$ cat src/sleep_wake_pkg.sv
package sleep_wake_pkg;
   // ---------------------------------------------------------------
   // Flag register layout
   // ---------------------------------------------------------------
   localparam int unsigned CARRY_BIT    = 0;
   localparam int unsigned HALF_BIT     = 1;
   localparam int unsigned ZERO_BIT     = 2;
   localparam int unsigned OVF_BIT      = 3;
   localparam int unsigned PDF_BIT      = 4;
   localparam int unsigned TO_BIT       = 5;
   localparam logic [7:0]  FLAG_RESET   = 8'h00;
   localparam logic [7:0]  ARITH_MASK   = 8'h0F;
   // ---------------------------------------------------------------
   // Register map
   // ---------------------------------------------------------------
   localparam logic [3:0]  ADDR_FLAGS   = 4'h0;
   localparam logic [3:0]  ADDR_WAKE_EN = 4'h1;
   localparam logic [3:0]  ADDR_CTRL    = 4'h2;
   localparam logic [3:0]  ADDR_STATE   = 4'h3;
   localparam logic [7:0]  WAKE_EN_MASK = 8'h27;
   localparam logic [7:0]  WAKE_EN_RST  = 8'h00;
   localparam logic [7:0]  CTRL_RST     = 8'h00;
   localparam int unsigned CTRL_WDT_EN  = 0;
   localparam int unsigned CTRL_TMR_EN  = 1;
   // ---------------------------------------------------------------
   // Timing
   // ---------------------------------------------------------------
   localparam int unsigned CLOCK_HZ       = 25_000_000;
   localparam int unsigned SETTLE_CYCLES  = 16;
   localparam int unsigned RESET_DELAY_MS = 50;
   localparam int unsigned RESET_DELAY_CYC = CLOCK_HZ / 1000 * RESET_DELAY_MS;
   // ---------------------------------------------------------------
   // Sequencer states
   // ---------------------------------------------------------------
   typedef enum logic [2:0] {
      ST_RUN      = 3'b000,
      ST_SLEEP    = 3'b001,
      ST_RST_WAIT = 3'b010,
      ST_SETTLE   = 3'b011
   } power_state_e;
endpackage

$ cat src/sleep_wake_status_control.sv
// How it works
// Power-down flag cleared by power-up or watchdog clear, set by sleep.
// Time-out flag cleared by power-up, watchdog clear or sleep; set on time-out.
// Flag register is never pushed automatically; software saves it.
// Bits 7-6 read zero; time-out and power-down read-only; low four read/write.
// Overflow set when carry into and out of msb differ.
// Zero flag follows whether the result equals zero.
// Half carry set on low-nibble carry, or no nibble borrow on subtract.
// Carry set on add carry or subtract no-borrow; rotate updates it too.
// Fast oscillator clocks the system; slow one clocks watchdog and timer.
// In sleep the system clock stops; slow oscillator keeps the watchdog alive.
// Slow oscillator may stop in sleep when watchdog and timer are off.
// Only the sleep instruction enters power-down; execution halts there.
// Memory, registers and ports hold their state during power-down.
// Sleep with watchdog enabled clears the watchdog counter, which keeps counting.
// Wake on external reset, port A fall, interrupt or watchdog overflow.
// External-reset wake resets fully; watchdog wake starts a watchdog reset.
// Watchdog wake sets time-out, resets only program counter and stack pointer.
// Port A pins 0-2 and 5 individually enabled to wake on falling edge.
// Disabled interrupt or full stack: resume after sleep, interrupt stays pending.
// Enabled interrupt with free stack: normal interrupt response on wake.
// An interrupt already flagged at sleep entry does not wake the device.
// Wake waits sixteen system clocks; external reset adds about fifty ms first.
// Software writes never change time-out or power-down flags.
// Running watchdog time-out resets the device and sets time-out flag.
// Settle delay counted after fast oscillator restarts; fetch stalled till done.
//
// Our own choices: the register offsets and strobed register access.
`timescale 1ns/100ps
module sleep_wake_status_control #(
   parameter int unsigned RESET_DELAY = sleep_wake_pkg::RESET_DELAY_CYC
) (
   input  wire logic       clock,             // System clock from fast oscillator
   input  wire logic       arst_n,            // Power-on reset, active low
   input  wire logic       ext_reset_n,       // External reset pin, active low
   input  wire logic [7:0] port_a_pins,       // Port A pin levels
   input  wire logic       sleep_instr,       // Sleep instruction executed
   input  wire logic       wdt_clear_instr,   // Watchdog clear instruction executed
   input  wire logic       wdt_timeout,       // Watchdog overflow, slow domain level
   input  wire logic [7:0] irq_flags,         // Interrupt request flags
   input  wire logic [7:0] irq_enables,       // Interrupt enables
   input  wire logic       stack_full,        // Stack has no free level
   input  wire logic       alu_valid,         // ALU result updates flags
   input  wire logic [7:0] alu_result,        // ALU result
   input  wire logic       alu_carry,         // Carry or no-borrow out
   input  wire logic       alu_half,          // Half carry or nibble no-borrow
   input  wire logic       alu_carry_in_msb,  // Carry into bit 7
   input  wire logic       alu_rotate,        // Rotate through carry
   input  wire logic [3:0] reg_addr,          // Register address
   input  wire logic [7:0] reg_wdata,         // Register write data
   input  wire logic       reg_write,         // Register write strobe
   input  wire logic       reg_read,          // Register read strobe
   output logic      [7:0] reg_rdata,         // Read data, one cycle later
   output logic            sys_clock_enable,  // Gate for the fast oscillator
   output logic            slow_osc_enable,   // Gate for the slow oscillator
   output logic            fetch_stall,       // Hold instruction fetch
   output logic            wdt_counter_clear, // Clear watchdog counter
   output logic            full_reset,        // Whole-system reset request
   output logic            pc_sp_reset,       // Reset program counter and stack ptr
   output logic            irq_take,          // Take interrupt response on wake
   output logic [7:0]      flags              // Flag register to the core
);
   // ---------------------------------------------------------------
   // Input synchronisers
   // ---------------------------------------------------------------
   logic [7:0] pa_level;
   logic [7:0] pa_fall;
   logic       ext_level;
   logic       ext_fall;
   logic       wdt_level;
   logic       wdt_prev;
   logic       wdt_event;

   for (genvar i = 0; i < 8; i++) begin : g_pa
      edge_sync u_pa (
         .clock  (clock),
         .arst_n (arst_n),
         .pin    (port_a_pins[i]),
         .level  (pa_level[i]),
         .fall   (pa_fall[i])
      );
   end

   edge_sync u_ext (
      .clock  (clock),
      .arst_n (arst_n),
      .pin    (ext_reset_n),
      .level  (ext_level),
      .fall   (ext_fall)
   );

   // Watchdog overflow arrives from the slow domain, inverted so fall = rise
   edge_sync u_wdt (
      .clock  (clock),
      .arst_n (arst_n),
      .pin    (~wdt_timeout),
      .level  (wdt_level),
      .fall   (wdt_event)
   );

   assign wdt_prev = ~wdt_level;

   // ---------------------------------------------------------------
   // Registers
   // ---------------------------------------------------------------
   logic [7:0] wake_enable;
   logic [7:0] ctrl;
   logic [7:0] irq_at_sleep;
   logic       wr_flags;

   assign wr_flags = reg_write && reg_addr == sleep_wake_pkg::ADDR_FLAGS;

   always_ff @(posedge clock or negedge arst_n) begin
      if (!arst_n) begin
         wake_enable <= sleep_wake_pkg::WAKE_EN_RST;
         ctrl        <= sleep_wake_pkg::CTRL_RST;
      end else if (reg_write) begin
         if (reg_addr == sleep_wake_pkg::ADDR_WAKE_EN) begin
            wake_enable <= reg_wdata & sleep_wake_pkg::WAKE_EN_MASK;
         end
         if (reg_addr == sleep_wake_pkg::ADDR_CTRL) begin
            ctrl <= reg_wdata;
         end
      end
   end

   // ---------------------------------------------------------------
   // Sequencer
   // ---------------------------------------------------------------
   sleep_wake_pkg::power_state_e state;
   logic [22:0] count;
   logic        irq_wake;
   logic        pa_wake;
   logic        ext_reset_seen;
   logic        wdt_wake;

   assign pa_wake  = |(pa_fall & wake_enable);
   assign irq_wake = |(irq_flags & ~irq_at_sleep);
   assign wdt_wake = wdt_event && ctrl[sleep_wake_pkg::CTRL_WDT_EN];
   assign ext_reset_seen = ext_fall || !ext_level;

   // The fast clock gate is an output only; this logic itself idles in
   // sleep but keeps running so wake sources can be seen at all.
   always_ff @(posedge clock or negedge arst_n) begin
      if (!arst_n) begin
         state        <= sleep_wake_pkg::ST_RUN;
         count        <= '0;
         irq_at_sleep <= 8'h00;
         irq_take     <= 1'b0;
         full_reset   <= 1'b0;
         pc_sp_reset  <= 1'b0;
      end else begin
         irq_take    <= 1'b0;
         full_reset  <= 1'b0;
         pc_sp_reset <= 1'b0;
         unique case (state)
            sleep_wake_pkg::ST_RUN: begin
               if (ext_reset_seen) begin
                  full_reset <= 1'b1;
                  state      <= sleep_wake_pkg::ST_RST_WAIT;
                  count      <= '0;
               end else if (wdt_wake) begin
                  full_reset <= 1'b1;
                  state      <= sleep_wake_pkg::ST_SETTLE;
                  count      <= '0;
               end else if (sleep_instr) begin
                  irq_at_sleep <= irq_flags;
                  state        <= sleep_wake_pkg::ST_SLEEP;
               end
            end
            sleep_wake_pkg::ST_SLEEP: begin
               count <= '0;
               if (ext_reset_seen) begin
                  full_reset <= 1'b1;
                  state      <= sleep_wake_pkg::ST_RST_WAIT;
               end else if (wdt_wake) begin
                  pc_sp_reset <= 1'b1;
                  state       <= sleep_wake_pkg::ST_SETTLE;
               end else if (pa_wake || irq_wake) begin
                  irq_take <= irq_wake && !stack_full
                              && |(irq_flags & ~irq_at_sleep & irq_enables);
                  state    <= sleep_wake_pkg::ST_SETTLE;
               end
            end
            sleep_wake_pkg::ST_RST_WAIT: begin
               if (!ext_level) begin
                  count <= '0;
               end else if (count >= 23'(RESET_DELAY - 1)) begin
                  count <= '0;
                  state <= sleep_wake_pkg::ST_SETTLE;
               end else begin
                  count <= count + 23'd1;
               end
            end
            sleep_wake_pkg::ST_SETTLE: begin
               if (count >= 23'(sleep_wake_pkg::SETTLE_CYCLES - 1)) begin
                  count <= '0;
                  state <= sleep_wake_pkg::ST_RUN;
               end else begin
                  count <= count + 23'd1;
               end
            end
            default: state <= sleep_wake_pkg::ST_RUN;
         endcase
      end
   end

   // ---------------------------------------------------------------
   // Clock gating and stall
   // ---------------------------------------------------------------
   always_ff @(posedge clock or negedge arst_n) begin
      if (!arst_n) begin
         sys_clock_enable  <= 1'b1;
         slow_osc_enable   <= 1'b1;
         fetch_stall       <= 1'b0;
         wdt_counter_clear <= 1'b0;
      end else begin
         sys_clock_enable <= !(state == sleep_wake_pkg::ST_SLEEP && !pa_wake
                               && !irq_wake && !wdt_wake && !ext_reset_seen);
         slow_osc_enable  <= state != sleep_wake_pkg::ST_SLEEP
                             || ctrl[sleep_wake_pkg::CTRL_WDT_EN]
                             || ctrl[sleep_wake_pkg::CTRL_TMR_EN];
         fetch_stall      <= state != sleep_wake_pkg::ST_RUN
                             || (sleep_instr && !ext_reset_seen && !wdt_wake);
         wdt_counter_clear <= wdt_clear_instr
                              || (sleep_instr && ctrl[sleep_wake_pkg::CTRL_WDT_EN]);
      end
   end

   // ---------------------------------------------------------------
   // Flag register; never stacked by hardware
   // ---------------------------------------------------------------
   logic [3:0] arith;
   logic       to_flag;
   logic       pd_flag;

   always_ff @(posedge clock or negedge arst_n) begin
      if (!arst_n) begin
         to_flag <= 1'b0;
         pd_flag <= 1'b0;
      end else begin
         // Time-out set wins over a clear in the same cycle
         if (wdt_wake) begin
            to_flag <= 1'b1;
         end else if (wdt_clear_instr || sleep_instr) begin
            to_flag <= 1'b0;
         end
         if (sleep_instr && state == sleep_wake_pkg::ST_RUN) begin
            pd_flag <= 1'b1;
         end else if (wdt_clear_instr) begin
            pd_flag <= 1'b0;
         end
      end
   end

   always_ff @(posedge clock or negedge arst_n) begin
      if (!arst_n) begin
         arith <= sleep_wake_pkg::FLAG_RESET[3:0];
      end else if (wr_flags) begin
         arith <= reg_wdata[3:0];
      end else if (alu_rotate) begin
         arith[sleep_wake_pkg::CARRY_BIT] <= alu_carry;
      end else if (alu_valid) begin
         arith[sleep_wake_pkg::CARRY_BIT] <= alu_carry;
         arith[sleep_wake_pkg::HALF_BIT]  <= alu_half;
         arith[sleep_wake_pkg::ZERO_BIT]  <= alu_result == 8'h00;
         arith[sleep_wake_pkg::OVF_BIT]   <= alu_carry_in_msb ^ alu_carry;
      end
   end

   always_ff @(posedge clock or negedge arst_n) begin
      if (!arst_n) begin
         flags <= sleep_wake_pkg::FLAG_RESET;
      end else begin
         flags <= {2'b00, to_flag, pd_flag, arith};
      end
   end

   // ---------------------------------------------------------------
   // Read port
   // ---------------------------------------------------------------
   always_ff @(posedge clock or negedge arst_n) begin
      if (!arst_n) begin
         reg_rdata <= 8'h00;
      end else if (reg_read) begin
         unique case (reg_addr)
            sleep_wake_pkg::ADDR_FLAGS:   reg_rdata <= {2'b00, to_flag, pd_flag, arith};
            sleep_wake_pkg::ADDR_WAKE_EN: reg_rdata <= wake_enable;
            sleep_wake_pkg::ADDR_CTRL:    reg_rdata <= ctrl;
            sleep_wake_pkg::ADDR_STATE:   reg_rdata <= {5'b00000, state};
            default:                      reg_rdata <= 8'h00;
         endcase
      end else begin
         reg_rdata <= 8'h00;
      end
   end

   logic unused_ok;
   assign unused_ok = wdt_prev;
endmodule // sleep_wake_status_control

$ cat src/edge_sync.sv
`timescale 1ns/100ps
module edge_sync (
   input  wire logic clock,   // System clock
   input  wire logic arst_n,  // Async reset
   input  wire logic pin,     // Asynchronous pin
   output logic      level,   // Synchronised level
   output logic      fall     // One-cycle falling-edge pulse
);
   logic meta;
   logic prev;

   // Idle high so a high pin at reset is not seen as an edge
   always_ff @(posedge clock or negedge arst_n) begin
      if (!arst_n) begin
         meta  <= 1'b1;
         level <= 1'b1;
         prev  <= 1'b1;
      end else begin
         meta  <= pin;
         level <= meta;
         prev  <= level;
      end
   end

   assign fall = prev & ~level;
endmodule // edge_sync

$ cat config.mk
export PLATFORM = sky130hd
export DESIGN_NAME = sleep_wake_status_control
export DESIGN_NICKNAME = d
export VERILOG_FILES = /design/src/sleep_wake_pkg.sv /design/src/sleep_wake_status_control.sv /design/src/edge_sync.sv
export SDC_FILE = /design/constraint.sdc
export NUM_CORES = 1
export LEC_CHECK = 0
export BUFFER_PORTS_ARGS = -buffer_cell sky130_fd_sc_hd__buf_4
export CAP_MARGIN = 25
export CORE_AREA = 2 2 89 91
export CTS_CLUSTER_DIAMETER = 120
export CTS_CLUSTER_SIZE = 12
export DETAILED_ROUTE_END_ITERATION = 6
export DIE_AREA = 0 0 91 93
export PLACE_DENSITY = 0.81
export SYNTH_ARGS = -nofsm -noshare
export SYNTH_HDL_FRONTEND = slang
export SYNTH_HIERARCHICAL = 1
export SYNTH_SLANG_ARGS = --single-unit
$ cat constraint.sdc
create_clock -name clock -period 5.8 [get_ports clock]
set_input_delay 0.29 -clock clock [delete_from_list [all_inputs] [get_ports clock]]
set_output_delay 0.29 -clock clock [all_outputs]
set_load 0.02 [all_outputs]
==> run_results.csv <==
group,metric,value,unit
outcome,status,"completed",
logic_synthesis,synth.avg_cell_area,10.9,um^2
routing,drc,0,
clock_tree,cts_tree,"yes",
logic_synthesis,yosys-top-cells-area,"dfrtp_1 (41%), dfstp_2 (12%), mux2_2 (4.8%), nand2_1 (3.9%), nor2b_4 (2.0%)",
hold_path,hold_end,"u_wdt/meta",
hold_path,hold_start,"wdt_timeout",
power,p_int,0.000901,W
power,seqPwrFrac,0.569,
clock_tree,cts.sinks,90,
logic_synthesis,synth_simple_gate_area_frac,0.208,
power,p_switching,0.000320,W
clock_tree,htree_levels,3,
power,p_per_area,242,mW/mm^2
die,die_area,0.00846,mm^2
sta,setup_viol,0,
sta,setup_tns,0,ps
logic_synthesis,ys_types,52,
layout,final_common_cell,"buf_4",
power,ir_worst_vdd,0.144,mV
setup_path,cp.required,6020,ps
logic_synthesis,synthCells,388,
clock_tree,cts_setup_buffers,0,
logic_synthesis,synth_fa_ha_area_frac,0.0178,
placement,io_buffer_count,74,
logic_synthesis,synth-main-ff-cell,"dfrtp_1",
sta,worstMarginPinSlew,701,ps
power,total_power,0.00122,W
layout,final_area,0.00505,mm^2
sta,maxSlewHeadroom,0.529,
clock_tree,clk_latency,350,ps
clock_tree,root_buffer,"clkbuf_8",
clock_tree,path_clk_slew,90,ps
layout,fillers,590,
setup_path,start_kind,"flip-flop",
sta,hold_viol_final,0,
routing,vias_per_cell,5.52,
sta,max_freq,0.408,GHz
power,p_leak,2.30,nW
logic_synthesis,netlist.area_leader.share,0.415,
sta,drv_slew,0,
logic_synthesis,synth_top_area_cell,"dfrtp_1",
die,start_util,0.561,
die,core,0.00753,mm^2
routing,wl_per_cell,14.4,um
setup_path,rr_startpoint,"count[0]",
layout,num_antenna_cells,0,
flow_run,drv_cap,0,
clock_tree,cts_resized,0,
placement,place_inst,547,
clock_tree,cts_made_buffers,9,
layout,num-nets-final,522,
global_route,overflow,0,
placement,place_area,0.00484,mm^2
global_route,grt_use_total,0.203,
sta,post-route-period-util,0.422,
logic_synthesis,ys_seq_elements,90,
sta,min_period,2450,ps
routing,ant_nets,0,
power,p_sw_frac,0.262,
logic_synthesis,synth-edff-count,0,
logic_synthesis,synth_top_family_by_area,"simple AND/OR/NAND/NOR gates",
global_route,grt_pass1_vias,2967,
hold_path,hold_depth,2,
layout,fin_util,0.671,
layout,instances_no_fill,565,
logic_synthesis,synth-xor-area-share,0.0104,
global_route,grt_pass1_wl,13.8,mm
placement,place_hpwl,5.99,mm
routing,dr.pass1.iters,4,
routing,vias,3120,
clock_tree,cts-hold-fix-buffers,1,
hold_path,hp-class,"primary input to flip-flop",
setup_path,worstPathMaxFanout,19,
layout,layout_common_cells,"buf_4 (74), dfrtp_1 (70), nand2_1 (44)",
logic_synthesis,yosysSeqAreaShare,0.539,
global_route,grt_max_degree,48,
routing,wl,8.11,mm
global_route,antenna_found_initial,0,
setup_path,reg2reg_depth,6,
sta,fin_skew,10.6,ps
clock_tree,cts_buffer_depth,2,
logic_synthesis,ys_async_sr_fraction,1.00,
layout,synthToLayoutAreaGrowth,19.7,%
logic_synthesis,synth_mux_area_frac,0.0777,
setup_path,critPathKind,"flip-flop to flip-flop",
logic_synthesis,synth_area,0.00422,mm^2
routing,drtIter0Drc,97,
sta,rsz0062_at_grt,"no",
die,io-pin-count,81,
setup_path,reg2reg_slack,3350,ps
power,combPwrFrac,0.106,
setup_path,cp.arrival,2670,ps
die,die_h,93,um
logic_synthesis,ys_warn_count,6,
setup_path,r2r-end,"count[8]",
die,row_count,32,
layout,drive_gt1_frac,0.320,
placement,place_congestion,0.890,
logic_synthesis,synth_compound_area_frac,0.108,
setup_path,setup.worst_path.end_class,"flip-flop",
power,pwr-share-clk,0.325,
die,die_w,91,um
how the worst max path moves through the flow:
| stage | from | slack, ps | cells after the start | to |
|---|---|---|---|---|
| 2_1_floorplan | count[15] | 3580 | 9 | count[18] |
| 3_3_place_gp | count[15] | 3370 | 6 | count[8] |
| 3_5_place_dp | count[0] | 3350 | 6 | count[8] |
| 4_1_cts | count[0] | 3330 | 6 | count[8] |
| 5_1_grt | u_ext/level | 3140 | 7 | count[7] |
| 6_report | count[0] | 3350 | 6 | count[8] |
routing by layer:
layer | up-vias | share of wire | global-route usage | wire length, um
met3 | 11 | 0.046 | 0.0371 | 370
met4 | 0 | 0.017 | 0.0732 | 136
met1 | 1509 | 0.45 | 0.282 | 3690
li1 | 1526 | - | - | -
met5 | - | 0 | 0 | 0
met2 | 74 | 0.48 | 0.323 | 3920
synth_stat cells, types with 5 or more instances:
cell	instances
and2_1	9
dfrtp_1	70
o21ai_1	6
ha_1	6
nor2_1	21
clkbuf_1	13
nor2b_4	6
mux2_2	18
a31oi_1	8
nor2b_1	8
nor3_1	9
nand2_1	44
nor4_1	5
o31ai_1	8
nand3_1	14
mux2i_1	8
o211ai_1	7
o21ai_0	12
nand4_1	12
inv_1	15
and3_1	9
or3_1	8
dfstp_2	20
power groups by stage:
stage | clock network (W) | logic [W] | registers (W)
floorplan | 0 | 0.0000619 | 0.000707
global placement | 0 | 0.000126 | 0.000704
detailed placement | 0 | 0.000131 | 0.000707
CTS | 0.000409 | 0.000132 | 0.000695
global route | 0.000436 | 0.000143 | 0.000700
finish | 0.000397 | 0.000130 | 0.000694
stage by stage:
step	hold slack [ps]	worst slack [ps]
after floorplan	-5.59	3580
after detailed placement	324	3350
final	35.9	3350
after global placement	348	3370
after CTS	23.3	3330
after global routing	18.0	3140
logic make-up after synthesis:
group / after synthesis
muxes: 28
AOI/OAI and AO/OA: 65
DFF: 90
buffers and inverters: 34
xor gates and xnor gates: 5
other: 1
adders and majority gates: 6
and+or+nand+nor: 159
state kept, by name, summed over array words and instances, names as in the netlist, 2 cells and up:
signal and cells:
g_pa.u_pa/level 4, irq_at_sleep 8, count 23, state 2
g_pa.u_pa/prev 4, g_pa.u_pa/meta 4, ctrl 8, arith 4
flags 6, reg_rdata 8, wake_enable 4
critical path, stage by stage, from the launching register on:
cell	delay [ps]
dfrtp_1	460
ha_1	260
nand3_1	180
or4_4	560
and3_4	210
o21ai_4	460
o211ai_1	180
layout make-up:
cell class / instances / area, um^2 / area share
Clock buffer: 9 / 124 / 0.0245
Sequential cell: 90 / 2280 / 0.451
Multi-Input combinational cell: 265 / 1810 / 0.358
Tap cell: 102 / 128 / 0.0253
Timing Repair Buffer: 77 / 597 / 0.118
Inverter: 15 / 56.3 / 0.0111
Clock inverter: 7 / 63.8 / 0.0126
No activity file was read; power rests on OpenSTA's default activity.
